`src/logic/pfsm_consts.svh`:
```
`ifndef PFSM_CONSTS_SVH
`define PFSM_CONSTS_SVH

// Pin counts and the split between the two register sets.
`define PFSM_PIN_W          16
`define PFSM_SET0_HI        10
`define PFSM_SET1_LO        11
`define PFSM_SET0_N         11
`define PFSM_SET1_N         5

// Register byte offsets on the AXI4-Lite bus.
`define PFSM_ADDR_W         8
`define PFSM_OFF_FSEL0      8'h00
`define PFSM_OFF_FSEL1      8'h04
`define PFSM_OFF_MODE0      8'h08
`define PFSM_OFF_MODE1      8'h0C
`define PFSM_OFF_PINS       8'h10

// Field widths, positions and reset values.
`define PFSM_FSEL0_W        12
`define PFSM_FSEL1_W        5
`define PFSM_FSEL0_RESV     2
`define PFSM_FSEL0_RST      12'hFFF
`define PFSM_FSEL1_RST      5'h1F
`define PFSM_FSEL0_RDMASK   12'hFFB
`define PFSM_MODE_BIT       0
`define PFSM_MODE_RST       1'b0

// Pin carrying the counter terminal flag of counter 0.
`define PFSM_PIN_CTF        2

`endif

```
`src/logic/pfsm_pkg.sv`:
```
package pfsm_pkg;

   // Write and read answer codes used on the register bus.
   typedef enum logic [1:0]
   {
      PFSM_RESP_OKAY   = 2'b00,
      PFSM_RESP_SLVERR = 2'b10
   } pfsm_resp_type;

   // Whether an input set is passed straight through or double registered.
   typedef enum logic
   {
      PFSM_SYNC_BYPASS = 1'b0,
      PFSM_SYNC_DOUBLE = 1'b1
   } pfsm_sync_type;

endpackage

```
`src/logic/pfsm_mux.sv`:
```
// What this block does
// - Input pin level always reaches its general-purpose data bit.
// - Selected special-function input pin also feeds its peripheral module.
// - Unselected peripheral input is held inactive high.
// - Output pin driven by peripheral when selected, else by data register.
// - Select bit 1 means special function, default; 0 means general purpose.
// - Set 0 bits 11:8 select serial-peripheral functions on pins 10:7.
// - Set 0 bits 7:4 select serial channel data on pins 6:3.
// - Set 0 bit 3 selects counter terminal flag on pin 2.
// - Set 0 bits 1 and 0 select DMA ready on pins 1 and 0.
// - Set 1 bits 4:1 select channel 0 modem lines on pins 15:12.
// - Set 1 bit 0 selects EEPROM chip select on pin 11.
// - Mode bit of set 0 double-registers all set 0 pins.
// - Mode bit of set 1 double-registers all set 1 pins.
// - Mode bit 1 adds synchronisation; 0 keeps unsynchronised behaviour.
// - Direction bit 1 makes the pin an output, 0 an input.
`timescale 1ns/100ps
`include "pfsm_consts.svh"

module pfsm_mux
   import pfsm_pkg::*;
(
   input  wire logic                    clk_sys,        // System clock, 10 MHz.
   input  wire logic                    rst_n,          // Asynchronous reset, active low.
   input  wire logic [`PFSM_ADDR_W-1:0] s_axi_awaddr,   // Write address.
   input  wire logic                    s_axi_awvalid,  // Write address valid.
   output logic                         s_axi_awready,  // Write address ready.
   input  wire logic [31:0]             s_axi_wdata,    // Write data.
   input  wire logic [3:0]              s_axi_wstrb,    // Write byte strobes.
   input  wire logic                    s_axi_wvalid,   // Write data valid.
   output logic                         s_axi_wready,   // Write data ready.
   output logic [1:0]                   s_axi_bresp,    // Write answer code.
   output logic                         s_axi_bvalid,   // Write answer valid.
   input  wire logic                    s_axi_bready,   // Write answer ready.
   input  wire logic [`PFSM_ADDR_W-1:0] s_axi_araddr,   // Read address.
   input  wire logic                    s_axi_arvalid,  // Read address valid.
   output logic                         s_axi_arready,  // Read address ready.
   output logic [31:0]                  s_axi_rdata,    // Read data.
   output logic [1:0]                   s_axi_rresp,    // Read answer code.
   output logic                         s_axi_rvalid,   // Read answer valid.
   input  wire logic                    s_axi_rready,   // Read answer ready.
   input  wire logic [`PFSM_PIN_W-1:0]  pio_pin_i,      // Level seen on each pin.
   output logic      [`PFSM_PIN_W-1:0]  pio_pin_o,      // Level driven onto each pin.
   output logic      [`PFSM_PIN_W-1:0]  pio_pin_oe,     // Pin driver enable, high drives.
   input  wire logic [`PFSM_PIN_W-1:0]  pio_dir,        // Direction bits, 1 is output.
   input  wire logic [`PFSM_PIN_W-1:0]  gp_data_out,    // Data register bits for outputs.
   output logic      [`PFSM_PIN_W-1:0]  gp_data_in,     // Pin levels for the data register.
   input  wire logic [`PFSM_PIN_W-1:0]  periph_out,     // Peripheral drive, by pin index.
   output logic      [`PFSM_PIN_W-1:0]  periph_in       // Peripheral input, by pin index.
);
   // Register bus state.
   logic                    awready_ff;
   logic                    wready_ff;
   logic                    aw_held_ff;
   logic                    w_held_ff;
   logic [`PFSM_ADDR_W-1:0] awaddr_ff;
   logic [31:0]             wdata_ff;
   logic [3:0]              wstrb_ff;
   logic                    bvalid_ff;
   pfsm_resp_type           bresp_ff;
   logic                    arready_ff;
   logic                    rvalid_ff;
   pfsm_resp_type           rresp_ff;
   logic [31:0]             rdata_ff;
   // Configuration registers.
   logic [`PFSM_FSEL0_W-1:0] fsel0_ff;
   logic [`PFSM_FSEL1_W-1:0] fsel1_ff;
   pfsm_sync_type            mode0_ff;
   pfsm_sync_type            mode1_ff;
   // Pin side registers.
   logic [`PFSM_PIN_W-1:0] pin_o_ff;
   logic [`PFSM_PIN_W-1:0] pin_oe_ff;
   logic [`PFSM_PIN_W-1:0] gp_in_ff;
   logic [`PFSM_PIN_W-1:0] periph_in_ff;
   logic                   nxt_aw_held;
   logic                   nxt_w_held;
   logic                   nxt_rvalid;
   logic                   do_write;
   logic                   hit_fsel0;
   logic                   hit_fsel1;
   logic                   hit_mode0;
   logic                   hit_mode1;
   logic [`PFSM_PIN_W-1:0] sel_pin;
   logic [`PFSM_PIN_W-1:0] sync_q;
   logic [`PFSM_PIN_W-1:0] level;
   logic [31:0]            rd_word;
   logic                   rd_hit;
   // The write takes place once address and data are both held and no answer is pending.
   assign do_write    = aw_held_ff && w_held_ff && !bvalid_ff;
   assign nxt_aw_held = aw_held_ff ? !do_write : (s_axi_awvalid && awready_ff);
   assign nxt_w_held  = w_held_ff ? !do_write : (s_axi_wvalid && wready_ff);
   assign nxt_rvalid  = rvalid_ff ? !s_axi_rready : (s_axi_arvalid && arready_ff);
   assign hit_fsel0 = (awaddr_ff == `PFSM_OFF_FSEL0);
   assign hit_fsel1 = (awaddr_ff == `PFSM_OFF_FSEL1);
   assign hit_mode0 = (awaddr_ff == `PFSM_OFF_MODE0);
   assign hit_mode1 = (awaddr_ff == `PFSM_OFF_MODE1);
   // Address and data channels are taken independently, in either order.
   always_ff @(posedge clk_sys or negedge rst_n)
   begin
      if (!rst_n)
      begin
         aw_held_ff <= 1'b0;
         w_held_ff  <= 1'b0;
         awready_ff <= 1'b1;
         wready_ff  <= 1'b1;
         awaddr_ff  <= '0;
         wdata_ff   <= '0;
         wstrb_ff   <= '0;
      end
      else
      begin
         aw_held_ff <= nxt_aw_held;
         w_held_ff  <= nxt_w_held;
         awready_ff <= !nxt_aw_held;
         wready_ff  <= !nxt_w_held;
         if (s_axi_awvalid && awready_ff)
            awaddr_ff <= s_axi_awaddr;
         if (s_axi_wvalid && wready_ff)
         begin
            wdata_ff <= s_axi_wdata;
            wstrb_ff <= s_axi_wstrb;
         end
      end
   end

   // Write answer; an unmapped or read-only address answers with a slave error.
   always_ff @(posedge clk_sys or negedge rst_n)
   begin
      if (!rst_n)
      begin
         bvalid_ff <= 1'b0;
         bresp_ff  <= PFSM_RESP_OKAY;
      end
      else if (do_write)
      begin
         bvalid_ff <= 1'b1;
         bresp_ff  <= (hit_fsel0 || hit_fsel1 || hit_mode0 || hit_mode1) ?
                      PFSM_RESP_OKAY : PFSM_RESP_SLVERR;
      end
      else if (s_axi_bready)
         bvalid_ff <= 1'b0;
   end

   // Select registers reset to special function; reserved bits above the fields are dropped.
   always_ff @(posedge clk_sys or negedge rst_n)
   begin
      if (!rst_n)
      begin
         fsel0_ff <= `PFSM_FSEL0_RST;
         fsel1_ff <= `PFSM_FSEL1_RST;
      end
      else if (do_write)
      begin
         if (hit_fsel0 && wstrb_ff[0])
            fsel0_ff[7:0] <= wdata_ff[7:0];
         if (hit_fsel0 && wstrb_ff[1])
            fsel0_ff[11:8] <= wdata_ff[11:8];
         if (hit_fsel1 && wstrb_ff[0])
            fsel1_ff <= wdata_ff[`PFSM_FSEL1_W-1:0];
      end
   end

   // Mode bits start in the unsynchronised mode so that old software sees no extra delay.
   always_ff @(posedge clk_sys or negedge rst_n)
   begin
      if (!rst_n)
      begin
         mode0_ff <= pfsm_sync_type'(`PFSM_MODE_RST);
         mode1_ff <= pfsm_sync_type'(`PFSM_MODE_RST);
      end
      else if (do_write && wstrb_ff[0])
      begin
         if (hit_mode0)
            mode0_ff <= pfsm_sync_type'(wdata_ff[`PFSM_MODE_BIT]);
         if (hit_mode1)
            mode1_ff <= pfsm_sync_type'(wdata_ff[`PFSM_MODE_BIT]);
      end
   end

   // Read decode; reserved bits read as zero.
   always_comb
   begin
      rd_word = '0;
      rd_hit  = 1'b1;
      case (s_axi_araddr)
         `PFSM_OFF_FSEL0: rd_word[`PFSM_FSEL0_W-1:0] = fsel0_ff & `PFSM_FSEL0_RDMASK;
         `PFSM_OFF_FSEL1: rd_word[`PFSM_FSEL1_W-1:0] = fsel1_ff;
         `PFSM_OFF_MODE0: rd_word[`PFSM_MODE_BIT]    = mode0_ff;
         `PFSM_OFF_MODE1: rd_word[`PFSM_MODE_BIT]    = mode1_ff;
         `PFSM_OFF_PINS:  rd_word[`PFSM_PIN_W-1:0]   = gp_in_ff;
         default:         rd_hit                     = 1'b0;
      endcase
   end

   // Read channel; the answer follows one cycle after the address is taken.
   always_ff @(posedge clk_sys or negedge rst_n)
   begin
      if (!rst_n)
      begin
         rvalid_ff  <= 1'b0;
         arready_ff <= 1'b1;
         rdata_ff   <= '0;
         rresp_ff   <= PFSM_RESP_OKAY;
      end
      else
      begin
         rvalid_ff  <= nxt_rvalid;
         arready_ff <= !nxt_rvalid;
         if (s_axi_arvalid && arready_ff)
         begin
            rdata_ff <= rd_word;
            rresp_ff <= rd_hit ? PFSM_RESP_OKAY : PFSM_RESP_SLVERR;
         end
      end
   end

   // Per-pin select, in pin order; select bit 2 of set 0 is reserved and skipped.
   assign sel_pin = {fsel1_ff, fsel0_ff[11:3], fsel0_ff[1:0]};

   // One synchroniser always runs for all pins, so a mode switch needs no refill time.
   pfsm_sync2 #(.W (`PFSM_PIN_W)) u_sync
   (
      .clk_sys (clk_sys),
      .rst_n   (rst_n),
      .d       (pio_pin_i),
      .q       (sync_q)
   );
   // Each set picks raw or double-registered levels as a whole group.
   assign level[`PFSM_SET0_HI:0] = (mode0_ff == PFSM_SYNC_DOUBLE) ? sync_q[`PFSM_SET0_HI:0] :
                                   pio_pin_i[`PFSM_SET0_HI:0];
   assign level[`PFSM_PIN_W-1:`PFSM_SET1_LO] = (mode1_ff == PFSM_SYNC_DOUBLE) ?
                                              sync_q[`PFSM_PIN_W-1:`PFSM_SET1_LO] :
                                              pio_pin_i[`PFSM_PIN_W-1:`PFSM_SET1_LO];

   // Inbound path: the data bit always sees the pin, the peripheral only when selected.
   always_ff @(posedge clk_sys or negedge rst_n)
   begin
      if (!rst_n)
      begin
         gp_in_ff     <= '0;
         periph_in_ff <= '1;
      end
      else
      begin
         gp_in_ff     <= level;
         periph_in_ff <= level | ~(sel_pin & ~pio_dir);
      end
   end

   // Outbound path: value chosen by select, driver enabled by direction only.
   always_ff @(posedge clk_sys or negedge rst_n)
   begin
      if (!rst_n)
      begin
         pin_o_ff  <= '0;
         pin_oe_ff <= '0;
      end
      else
      begin
         pin_o_ff  <= (sel_pin & periph_out) | (~sel_pin & gp_data_out);
         pin_oe_ff <= pio_dir;
      end
   end

   assign s_axi_awready = awready_ff;
   assign s_axi_wready  = wready_ff;
   assign s_axi_bvalid  = bvalid_ff;
   assign s_axi_bresp   = bresp_ff;
   assign s_axi_arready = arready_ff;
   assign s_axi_rvalid  = rvalid_ff;
   assign s_axi_rresp   = rresp_ff;
   assign s_axi_rdata   = rdata_ff;
   assign pio_pin_o     = pin_o_ff;
   assign pio_pin_oe    = pin_oe_ff;
   assign gp_data_in    = gp_in_ff;
   assign periph_in     = periph_in_ff;
endmodule // pfsm_mux

```
`src/logic/pfsm_sync2.sv`:
```
`timescale 1ns/100ps

// Two-stage synchroniser for a group of pin inputs.
module pfsm_sync2
#(
   parameter int W = 16
)
(
   input  wire logic         clk_sys,  // System clock.
   input  wire logic         rst_n,    // Asynchronous reset, active low.
   input  wire logic [W-1:0] d,        // Raw pin levels.
   output logic      [W-1:0] q         // Levels after two flops.
);

   logic [W-1:0] meta_ff;

   // The first stage is read only by the second, so a metastable value never fans out.
   always_ff @(posedge clk_sys or negedge rst_n)
   begin
      if (!rst_n)
      begin
         meta_ff <= '0;
         q       <= '0;
      end
      else
      begin
         meta_ff <= d;
         q       <= meta_ff;
      end
   end

endmodule // pfsm_sync2

```
`config.mk`:
```
export PLATFORM = sky130hd
export DESIGN_NAME = pfsm_mux
export DESIGN_NICKNAME = d
export VERILOG_FILES = /design/src/logic/pfsm_pkg.sv /design/src/logic/pfsm_mux.sv /design/src/logic/pfsm_sync2.sv
export VERILOG_INCLUDE_DIRS = /design/src /design/src/logic
export SDC_FILE = /design/constraint.sdc
export NUM_CORES = 1
export LEC_CHECK = 0
export ABC_AREA = 1
export BUFFER_PORTS_ARGS = -buffer_cell sky130_fd_sc_hd__buf_2
export CAP_MARGIN = 40
export CORE_MARGIN = 2
export CORE_UTILIZATION = 35
export DETAILED_ROUTE_END_ITERATION = 7
export HOLD_SLACK_MARGIN = 0.03
export PLACE_DENSITY = 0.65
export SYNTH_ARGS = -nofsm -noshare
export SYNTH_HDL_FRONTEND = slang
export SYNTH_HIERARCHICAL = 1
export SYNTH_SLANG_ARGS = --single-unit
```
`constraint.sdc`:
```
create_clock -name clk_sys -period 1.09 [get_ports clk_sys]
set_input_delay 0.0545 -clock clk_sys [delete_from_list [all_inputs] [get_ports clk_sys]]
set_output_delay 0.0545 -clock clk_sys [all_outputs]
set_load 0.005 [all_outputs]
```
# Word level (Yosys, flattened, before mapping)
# Index checks and enable logic that the tools add are counted.
[word_totals] regBits=164 output_inout_bits=105 word_cells=80 inputBits=123
[classes] reduce_logical=27 muxes=14 eq_ne=7 n_bitwise=8
[ops] op="16-bit bitwise AND" n=3
[ops] op="16-bit inverter" n=3
[ops] op="8-bit by 4-bit == test with 1-bit output, second input constant" n=4
[ops] op="16-bit OR" n=2
[ops] op="8-bit by 3-bit == test with 1-bit output, second input constant" n=2
[ops] op="8-bit zero test" n=2
[ops] op="7-bit one-hot mux with 2 select lines" n=1
[ops] op="4-bit one-hot mux with 3 select lines" n=1
[ops] op="11-bit 2-to-1 mux" n=1
[ops] op="2-bit AND reduction" n=5
[ops] op="1-bit logical AND" n=9
[ops] op="8-bit by 5-bit == test with 1-bit output, second input constant" n=1
[ops] op="1-bit zero test" n=6
[ops] op="1-bit 2-to-1 mux" n=6
[ops] op="5-bit 2-to-1 mux" n=1
[ops] op="1-bit one-hot mux with 5 select lines" n=1
[ops] op="5-bit OR reduction" n=1
[ops] op="2-bit 2-to-1 mux" n=2
[ops] op="4-bit 2-to-1 mux" n=1
[ops] op="1-bit logical OR" n=3
[ops] op="2-bit nonzero test" n=1

# Logic depth before layout (Yosys ltp)
# Gate-level depths: netlist of the first run.
[logic_depth] word_depth=5 ltp_mapped=10 depth_no_buf=9

# Cells and area by module
# Netlist of the first run, hierarchy kept.
[by_module_without_submodules] mod="pfsm_mux" cells_per_inst=518 seq_area_each_um2=3271.9 instances=1 area_each_um2=5154.9
[by_module_without_submodules] mod="pfsm_sync2" cells_per_inst=32 seq_area_each_um2=800.8 instances=1 area_each_um2=800.8

# Least setup slack after synthesis of the first run
# OpenSTA, ideal clock, no wires.
[synth_path] path_kind="register to register" startpoint="register wready_ff, in the netlist s_axi_wready" endpoint="register wdata_ff[4]" n_path_buf=1 setup_ps=133 stages_incl_launch_ff=5 required_ps=957 arrival_time_ps=1062 slack_ps=-105 period_less_slack_ps=1195 cell_sequence="dfstp_2 nand2_1 inv_2 clkbuf_1 o21ai_0"
[synth_via] elab_chain_cells=1
[synth_rtl] element="from (decl)" line="pfsm_mux.sv:53" text="logic wready_ff;"
[synth_rtl] element="from (signal assigned)" line="pfsm_mux.sv:115" text="wready_ff <= !nxt_w_held;"
[synth_rtl] element="1-bit logical AND" line="pfsm_mux.sv:118" text="if (s_axi_wvalid && wready_ff)"
[synth_rtl] element="to (signal assigned)" line="pfsm_mux.sv:120" text="wdata_ff <= s_axi_wdata;"
[synth_rtl] element="to (decl)" line="pfsm_mux.sv:57" text="logic [31:0] wdata_ff;"
# No other way between the ends.
# A chain may end at the register's enable or synchronous reset.

# Worst setup path in the final report of the first run
[layout_path] startpoint="register awaddr_ff[2]" endpoint="register fsel0_ff[3]"
[layout_via] elab_chain_cells=3
[layout_rtl] element="from (decl)" line="pfsm_mux.sv:56" text="logic [`PFSM_ADDR_W-1:0] awaddr_ff;"
[layout_rtl] element="from (signal assigned)" line="pfsm_mux.sv:117" text="awaddr_ff <= s_axi_awaddr;"
[layout_rtl] element="8-bit zero test (no line)"
[layout_rtl] element="1-bit logical AND" line="pfsm_mux.sv:154" text="if (hit_fsel0 && wstrb_ff[0])"
[layout_rtl] element="2-bit AND reduction (no line)"
[layout_rtl] element="to (signal assigned)" line="pfsm_mux.sv:149" text="fsel0_ff <= `PFSM_FSEL0_RST;"
[layout_rtl] element="to (signal assigned)" line="pfsm_mux.sv:155" text="fsel0_ff[7:0] <= wdata_ff[7:0];"
[layout_rtl] element="to (decl)" line="pfsm_mux.sv:66" text="logic [`PFSM_FSEL0_W-1:0] fsel0_ff;"
# No other way between the ends.

==> results of run 1 <==
==> synthesized netlist by cell type, types with 2 or more instances <==
cell,instances
nor2_1,21
a21oi_1,16
nand2_2,6
or3_1,7
nand2_1,179
inv_1,40
o21ai_2,7
nor2_2,3
o21ai_0,26
mux2_2,9
nor3_1,2
clkbuf_1,3
nor2_4,3
buf_6,3
buf_2,5
or3b_1,8
buf_4,19
dfrtp_1,126
nand3_1,9
dfstp_2,35
inv_2,5
o21ai_1,10
nand3_2,4
==> routing by layer <==
metal | vias to the layer above | GRT usage [%] | wire [um]
met5 | - | 0 | 0
met1 | 2333 | 24.57 | 7451
met2 | 156 | 28.94 | 7963
met3 | 21 | 4.460 | 763
li1 | 2393 | - | -
met4 | 0 | 6.374 | 297
==> state kept, by name, summed over array words and instances (netlist names), 2 cells and up <==
name	cells
fsel0_ff	11
wstrb_ff	2
fsel1_ff	5
awaddr_ff	8
pio_pin_oe	16
u_sync/q	16
u_sync/meta_ff	16
gp_data_in	16
periph_in	16
s_axi_rdata	16
pio_pin_o	16
wdata_ff	12
==> cells in the final DEF (no fill, tap or decap), types with 12 or more instances in the layout <==
master	instances
o21ai_1	17
buf_6	15
dlygate4sd3_1	91
buf_4	39
inv_1	37
clkbuf_16	19
buf_2	177
o21ai_2	13
nor2_1	12
buf_12	12
nand2_1	136
o21ai_0	13
dfstp_2	35
dfrtp_1	124
nand2_2	43
conb_1	18
==> worst register-to-register path, cell delays in order (launching register included) <==
cell     delay, ns
dfrtp_1       0.38
inv_1         0.15
nand3_2       0.12
nor2_4        0.15
nand2_2       0.08
buf_12        0.16
o21ai_2       0.11
==> report_power, final <==
group	switching, mW	internal, mW
Clock	2.46	3.19
Combinational	2.61	2.54
Sequential	0.749	7.38
Total	5.82	13.1
==> metrics by stage <==
stage | power, mW | util [%]
after detailed placement | 12.08 | 45.50
after global routing | 19.96 | 57.68
after floorplan | 9.890 | -
after CTS | 18.40 | 55.35
after global placement | 11.98 | 45.50
final | 18.93 | 57.68
==> cell families (layout without fill, tap and decap cells) <==
group | Yosys count | after routing | share of synthesized area [%]
AOI/OAI and AO/OA | 59 | 59 | 5.399
muxes | 9 | 9 | 1.702
buffers and inverters | 75 | 414 | 6.407
DFF | 161 | 161 | 68.38
other | 1 | 18 | 0.06296
and+or+nand+nor | 245 | 245 | 18.05
==> cell type report <==
cell class                      instances  area [um^2]
Fill cell                            1435         7018
Clock inverter                         13        126.4
Sequential cell                       161         4075
Multi-Input combinational cell        331         1898
Inverter                               45        181.4
Timing Repair Buffer                  337         2576
Clock buffer                           19        432.9
Tap cell                              220        275.3
==> worst paths after layout <==
check	slack, ns	cells after the start	to
setup / recovery	-0.12	6	fsel0_ff[3]$_DFFE_PN1P_
hold / removal	0.07	5	wstrb_ff[1]$_DFFE_PN0P_
setup reg to reg	-0.12	6	fsel0_ff[3]$_DFFE_PN1P_
hold reg to reg	0.35	0	u_sync/q[1]$_DFF_PN0_
max in group asynchronous	0.44	3	s_axi_arready$_DFF_PN1_
min in group asynchronous	0.08	2	gp_data_in[0]$_DFF_PN0_
==> repair_timing <==
item                                    in CTS  in global routing
pin swaps                                    7                 14
endpoints found under the setup margin      65                 85
hold buffers                                90                  1
setup buffers                                3                  3
endpoints found under the hold margin      244                  1
cloned                                       1                  2
resized for setup                           38                 91
==> impl_metrics.csv, run 1 <==
group,metric,value,unit
outcome,status,"finished with violations",
outcome,violations,"negative setup slack",
critical_path,worstSetupStartpointType,"flip-flop",
routing,wl,16480,um
synth,yosysTopAreaCellShare,52.94,%
worst_hold_path,hold_path_startpoint,"s_axi_wvalid",
synth,yosys.area.top_type,"dfrtp_1",
floorplanning,ios,228,
critical_path,critPathArrivalTime,1.56,ns
final_layout,synthToLayoutAreaGrowth,60.61,%
final_layout,postLayoutCellArea,9565,um^2
placed_design,place.gp.congestion,0.7485,
synth,synth_warnings,6,
sta,slew_violations,0,
cts,cts_buffers,17,
critical_path,endpoint_kind,"flip-flop",
global_routing,grt_pass1_wl,25130,um
pwr,vdd_drop_max,1.279,mV
critical_path,r2r_start,"awaddr_ff[2]$_DFFE_PN0P_",
final_layout,fin_cells,1126,
sta,hold-worst-slack,0.06759,ns
floorplanning,core_region_area,16580,um^2
placed_design,dpl.cell_count,994,
pwr,powerDensity,1979,nW/um^2
sta,clock_skew,0.01013,ns
critical_path,cpLargestDelayFamily,"flip-flops",
cts,htreeDepth,4,
critical_path,critPathMaxStageDelay,0.38,ns
synth,synth-seq-area-share,68.38,%
cts,cts_tree,"built",
final_layout,drive_gt1_share,47.46,%
global_routing,grtUsageTotal,18.25,%
synth,synthFlopType,"dfrtp_1",
sta,setup_ws,-0.1245,ns
critical_path,path_class,"reg2reg",
floorplanning,die_w,134.4,um
synth,synth_edf_count,0,
routing,wl_per_cell,14.63,um
sta,fin_crit,1.214,ns
synth,ys_ff_latch,161,
sta,setup_viol,52,
global_routing,grt_overflow,0,
global_routing,grt_start_max_net_pins,40,
critical_path,cp_slowest_cell,"dfrtp_1",
sta,hold_viol_final,0,
placed_design,dp_slack,-0.1546,ns
cts,path_clk_slew,0.06,ns
floorplanning,start_util,35.91,%
routing,drc,0,
cts,clockBufferDepth,2,
synth,async_reset_ff_share,100.0,%
sta,max_freq,0.8234,GHz
placed_design,dpl_cell_area,7546,um^2
global_routing,antenna_found_initial,0,
final_layout,num_antenna_cells,0,
sta,tns,-3.294,ns
synth,synth_area_leaders,"dfrtp_1 (53%), dfstp_2 (15%), nand2_1 (11%)",
critical_path,cp_max_fo,14,
floorplanning,std_cell_rows,47,
synth,synth_area,5956,um^2
synth,avgSynthCellArea,10.83,um^2
critical_path,cp_num_buf_inv,2,
routing,via_per_inst,4.354,
sta,rsz0062_at_grt,"yes",
routing,first_pass_iters,4,
routing,vias,4903,
floorplanning,dieArea,18080,um^2
critical_path,crit_chain,"inv_1, nand3_2, nor2_4, nand2_2, buf_12, o21ai_2",
critical_path,cp_data_required_time,1.44,ns
synth,syn-instance-count,550,
cts,cts_sinks,161,
routing,first_iter_violations,150,
synth,synth.distinct_cells,27,
worst_hold_path,hp-class,"in2reg",
cts,clkLatencyLatePin,0.42,ns
floorplanning,die_h,134.4,um
final_layout,fin_nets,1016,
sta,min_period_over_period,111.4,%
pwr,p_leak,4.589,nW
critical_path,worstSetupStartpoint,"awaddr_ff[2]$_DFFE_PN0P_",
placed_design,io_buffers,187,
routing,final_antenna_net_count,0,
global_routing,grt_pass1_vias,4949,
placed_design,hpwlAfterDp,11220,um
flow_run,drv_cap,0,
cts,clock_tree.root_cell,"clkbuf_16",
No activity file was read; power rests on OpenSTA's default activity.
==> run 2, diff against run 1 <==
Clock period 1.09 ns to 1.1 ns, I/O delays scaled along.
==> impl_metrics.csv, run 2 (same netlist as run 1, synthesis figures left out) <==
group,metric,value,unit
pwr,clkPwrFrac,30.9,%
cts,path_clk_slew,0.06,ns
floorplanning,ios,228,
critical_path,endpoint_kind,"flip-flop",
global_routing,antenna_found_initial,0,
pwr,p_leak,4.676,nW
critical_path,worstSetupStartpoint,"awaddr_ff[7]$_DFFE_PN0P_",
critical_path,cp_max_fo,14,
sta,setup_viol,57,
routing,met2RoutedLength,8834,um
cts,clockBufferDepth,2,
global_routing,grt_overflow,0,
outcome,status,"finished with violations",
routing,drc,0,
cts,clkLatencyLatePin,0.42,ns
final_layout,n_fill_cell,1390,
global_routing,grt_pass1_wl,26320,um
routing,vias,4972,
pwr,power_frac_seq,40.9,%
final_layout,fin_nets,1022,
cts,htreeDepth,4,
critical_path,reg2reg_slack,-0.14,ns
routing,first_iter_violations,233,
routing,routed.top_layer,"met4",
sta,setup_ws,-0.1379,ns
routing,final_antenna_net_count,0,
floorplanning,start_util,35.91,%
pwr,p_total,19.73,mW
critical_path,r2r_cells,7,
final_layout,finish.utilization,58.90,%
critical_path,timing.rr.end,"fsel0_ff[3]$_DFFE_PN1P_",
global_routing,grt_pass1_vias,5196,
sta,hold_viol_final,0,
global_routing,grt_start_max_net_pins,33,
final_layout,layout_common_cells,"buf_2 (179), nand2_1 (139), dfrtp_1 (124)",
placed_design,hpwlAfterDp,11150,um
final_layout,fin_cells,1132,
pwr,p_int,13.85,mW
floorplanning,core_region_area,16580,um^2
pwr,powerDensity,2020,nW/um^2
final_layout,synthToLayoutAreaGrowth,63.99,%
sta,tns,-3.714,ns
final_layout,num_antenna_cells,0,
final_layout,drive_gt1_share,47.59,%
pwr,combPwrFrac,28.2,%
critical_path,r2r_start,"awaddr_ff[7]$_DFFE_PN0P_",
routing,via_per_inst,4.392,
critical_path,worstSetupStartpointType,"flip-flop",
floorplanning,die_w,134.4,um
sta,fin_crit,1.238,ns
floorplanning,die_h,134.4,um
pwr,switching_share,29.79,%
floorplanning,dieArea,18080,um^2
routing,routed-wl-met3,720,um
flow_run,drv_cap,0,
routing,wl_per_cell,15.30,um
placed_design,io_buffers,187,
routing,wl,17320,um
sta,min_period_over_period,112.5,%
final_layout,mostFrequentLayoutCell,"buf_2",
pwr,vdd_drop_max,1.300,mV
routing,wl_met1,7540,um
global_routing,grtUsageTotal,19.14,%
sta,max_freq,0.8078,GHz
cts,cts_buffers,17,
worst_hold_path,hp-class,"in2async",
pwr,p_sw,5.877,mW
sta,clock_skew,0.008918,ns
critical_path,path_class,"reg2reg",
sta,slew_violations,0,
sta,rsz0062_at_grt,"yes",
outcome,violations,"negative setup slack",
routing,first_pass_iters,4,
cts,cts_sinks,161,
floorplanning,std_cell_rows,47,
cts,clock_tree.root_cell,"clkbuf_16",
critical_path,cp_data_required_time,1.44,ns
placed_design,dpl.cell_count,993,
cts,cts_tree,"built",
placed_design,place.gp.congestion,0.7710,
critical_path,critPathArrivalTime,1.58,ns
==> run 2: changes by cell type in the layout (fill, tap and decap cells not counted), moves of 3 or more <==
| cell | before | now |
|---|---|---|
| nand2_2 | 43 | 38 |
| o21ai_2 | 13 | 17 |
| inv_6 | 7 | 2 |
| nor2_2 | 9 | 6 |
| clkbuf_8 | 0 | 3 |
| o21ai_0 | 13 | 8 |
| nand2_1 | 136 | 139 |
| nor2_1 | 12 | 15 |
==> run 2: timing repair <==
item / in CTS / in global routing
cloned: 4 / 4
resized for setup: 59 / 89
setup endpoints to repair: 71 / 92
pin swaps: 15 / 16
hold endpoints to repair: 237 / 0
hold buffers: 91 / 0
setup buffers: 6 / 4
==> run 2: worst max-delay path by stage <==
stage / to / slack (ns) / cells past startpoint
global route: fsel0_ff[3]$_DFFE_PN1P_ / -0.22 / 7
floorplan: fsel0_ff[4]$_DFFE_PN1P_ / -0.04 / 7
CTS: fsel0_ff[3]$_DFFE_PN1P_ / -0.12 / 7
detailed placement: fsel0_ff[3]$_DFFE_PN1P_ / -0.13 / 7
global placement: periph_in[3]$_DFF_PN1_ / -0.1 / 5
finish: fsel0_ff[3]$_DFFE_PN1P_ / -0.14 / 7
==> run 2: critical path: stages, from the launching register on <==
cell	delay, ns
dfrtp_1	0.40
nor2_4	0.16
nand3_4	0.11
nor2_4	0.14
nand2_2	0.07
buf_12	0.15
nand2_1	0.07
o21ai_2	0.05
==> run 2: cell type report <==
type                    instances  area, um^2  share of cell area, %
flip-flops and latches        161        4075                  41.72
repair buffers                342        2679                  27.43
multi-input cells             332        1942                  19.88
clock buffers                  24       481.7                  4.932
well taps                     220       275.3                  2.818
inverters                      45       186.4                  1.909
clock inverters                 8       127.6                  1.307
==> run 2: routing by layer <==
layer  up-vias  global-route usage [%]
li1       2398                       -
met2       137                   32.82
met5         -                       0
met4         0                   5.497
met3        21                   4.724
met1      2416                   24.12
==> run 2: through the flow <==
| step | hold WS, ns | instance area (um^2) | worst slack, ns |
|---|---|---|---|
| after detailed placement | -0.01281 | 7551 | -0.1346 |
| after CTS | 0.09836 | 9407 | -0.1250 |
| after floorplan | -0.2406 | 6047 | -0.04222 |
| after global placement | -0.01283 | 7551 | -0.09545 |
| final | 0.1053 | 9767 | -0.1379 |
| after global routing | 0.1336 | 9767 | -0.2246 |
==> run 2: power by group through the flow <==
| stage | clock network (mW) | registers [mW] | logic (mW) |
|---|---|---|---|
| 6_report | 6.09 | 8.07 | 5.57 |
| 5_1_grt | 6.48 | 8.20 | 6.11 |
| 4_1_cts | 6.23 | 7.98 | 4.84 |
| 3_5_place_dp | 0 | 8.04 | 3.95 |
| 3_3_place_gp | 0 | 8.02 | 3.86 |
| 2_1_floorplan | 0 | 7.99 | 1.80 |
==> run 3, diff against run 2 <==
Settings changed: PLACE_DENSITY 0.65 to 0.58.
Clock period 1.1 ns to 1.6 ns, I/O delays scaled along.
==> impl_metrics.csv, run 3 (same netlist as run 1, synthesis figures left out) <==
group,metric,value,unit
floorplanning,core_region_area,16580,um^2
critical_path,path_class,"reg2reg",
global_routing,grt_pass1_wl,24480,um
sta,clock_skew,0.007600,ns
routing,drc,0,
sta,hold_viol_final,0,
floorplanning,die_w,134.4,um
placed_design,io_buffers,187,
cts,path_clk_slew,0.06,ns
placed_design,place.gp.congestion,0.7835,
floorplanning,start_util,35.91,%
global_routing,use_met3,3.401,%
final_layout,finish.utilization,52.09,%
routing,final_antenna_net_count,0,
sta,max_freq,0.6424,GHz
pwr,p_leak,4.207,nW
placed_design,hpwlAfterDp,10870,um
cts,htreeDepth,4,
critical_path,r2r_cells,2,
outcome,status,"complete, no violations",
global_routing,grt_pass1_vias,4889,
global_routing,gr-usage-met1,22.22,%
critical_path,cp_data_required_time,1.90,ns
sta,tns,0,ns
critical_path,crit_chain,"mux2_4, dlygate4sd3_1",
worst_hold_path,hp-class,"in2reg",
critical_path,worstSetupStartpointType,"flip-flop",
cts,clkLatencyLatePin,0.42,ns
global_routing,antenna_found_initial,0,
pwr,p_int,8.293,mW
critical_path,critPathArrivalTime,1.86,ns
cts,cts_tree,"built",
pwr,p_sw,3.556,mW
final_layout,n_fill_cell,1548,
pwr,vdd_drop_max,0.8815,mV
final_layout,drive_gt1_share,35.58,%
routing,wl,15270,um
sta,slew_violations,0,
sta,hold-worst-slack,0.1103,ns
critical_path,critPathMaxStageDelay,0.58,ns
final_layout,mostFrequentLayoutCell,"buf_2",
global_routing,grtUsageMet2,29.62,%
floorplanning,die_h,134.4,um
final_layout,synthToLayoutAreaGrowth,45.04,%
worst_hold_path,hold_path_startpoint,"s_axi_araddr[4]",
sta,rsz0062_at_grt,"no",
final_layout,fin_nets,970,
critical_path,timing.rr.end,"pio_pin_o[3]$_DFF_PN0_",
global_routing,grt_overflow,0,
cts,cts_buffers,17,
global_routing,grt_start_max_net_pins,47,
worst_hold_path,hold-path-cell-count,5,
routing,first_iter_violations,228,
cts,clock_tree.root_cell,"clkbuf_16",
pwr,powerDensity,1372,nW/um^2
cts,cts_sinks,161,
pwr,power_frac_seq,46.5,%
final_layout,layout_common_cells,"buf_2 (186), nand2_1 (179), dfrtp_1 (126)",
critical_path,cpLargestDelayFamily,"flip-flops",
final_layout,postLayoutCellArea,8638,um^2
sta,setup_viol,0,
critical_path,reg2reg_slack,0.04,ns
critical_path,cp_num_buf_inv,1,
routing,via_per_inst,4.325,
floorplanning,ios,228,
critical_path,cp_slowest_cell,"dfstp_2",
sta,fin_crit,1.557,ns
critical_path,r2r_start,"fsel0_ff[4]$_DFFE_PN1P_",
final_layout,num_antenna_cells,0,
pwr,switching_share,30.01,%
worst_hold_path,min_to,"s_axi_rdata[14]$_DFFE_PN0P_",
critical_path,endpoint_kind,"flip-flop",
routing,vias,4671,
floorplanning,std_cell_rows,47,
routing,first_pass_iters,5,
critical_path,cp_max_fo,4,
global_routing,grtUsageTotal,17.57,%
floorplanning,dieArea,18080,um^2
sta,min_period_over_period,97.29,%
pwr,combPwrFrac,20.2,%
flow_run,drv_cap,0,
pwr,clkPwrFrac,33.2,%
global_routing,top_usage_layer,"met2",
placed_design,dpl_cell_area,7147,um^2
routing,wl_per_cell,14.14,um
cts,clockBufferDepth,2,
run 3: through the flow:
stage	total power, mW	cells	setup WS [ns]
3_5_place_dp	7.785	957	0.2515
3_3_place_gp	7.684	957	0.2961
5_1_grt	12.55	1080	0.02406
4_1_cts	12.00	1080	0.03447
2_1_floorplan	6.689	567	0.4046
6_report	11.85	1080	0.04339
run 3: routing by layer:
layer / vias to the layer above / routed length, um
met5: - / 0
met1: 2244 / 6623
met2: 122 / 7705
li1: 2288 / -
met4: 0 / 335
met3: 17 / 608
run 3: how the worst max path moves through the flow:
stage / startpoint / endpoint / slack, ns / depth (start not counted)
final: fsel0_ff[4]$_DFFE_PN1P_ / pio_pin_o[3]$_DFF_PN0_ / 0.04 / 2
after global routing: fsel0_ff[4]$_DFFE_PN1P_ / pio_pin_o[3]$_DFF_PN0_ / 0.02 / 2
after CTS: fsel0_ff[4]$_DFFE_PN1P_ / pio_pin_o[3]$_DFF_PN0_ / 0.03 / 2
after detailed placement: awaddr_ff[7]$_DFFE_PN0P_ / fsel0_ff[6]$_DFFE_PN1P_ / 0.25 / 6
after global placement: awaddr_ff[7]$_DFFE_PN0P_ / fsel0_ff[6]$_DFFE_PN1P_ / 0.30 / 6
after floorplan: s_axi_wready$_DFF_PN1_ / wdata_ff[4]$_DFFE_PN0P_ / 0.40 / 4
run 3: final cells by class:
| cell class | count | area [um^2] | area share [%] |
|---|---|---|---|
| sequential | 161 | 4073 | 47.15 |
| clock inverter | 15 | 151.4 | 1.753 |
| timing repair buffer | 291 | 1976 | 22.87 |
| multi-input combinational | 331 | 1569 | 18.16 |
| inverter | 45 | 168.9 | 1.955 |
| clock buffer | 17 | 425.4 | 4.925 |
| tap | 220 | 275.3 | 3.187 |
run 3: timing repair:
action,4_1_cts,5_1_grt
hold buffers,91,0
endpoints found under the setup margin,0,1
gates resized for setup,0,1
endpoints found under the hold margin,245,0
setup buffers,0,0
run 3: tightest hold or removal path, cell delays in order:
cell and delay [ns]:
buf_2 0.10, nand2_1 0.06, nor2_1 0.06, nand2_2 0.11, o21ai_0 0.08
run 3: power groups by stage:
| stage | Clock [mW] | Combinational, mW | Sequential (mW) |
|---|---|---|---|
| 2_1_floorplan | 0 | 1.21 | 5.48 |
| 3_3_place_gp | 0 | 2.12 | 5.56 |
| 3_5_place_dp | 0 | 2.18 | 5.60 |
| 4_1_cts | 4.03 | 2.43 | 5.53 |
| 5_1_grt | 4.19 | 2.74 | 5.63 |
| 6_report | 3.94 | 2.40 | 5.51 |
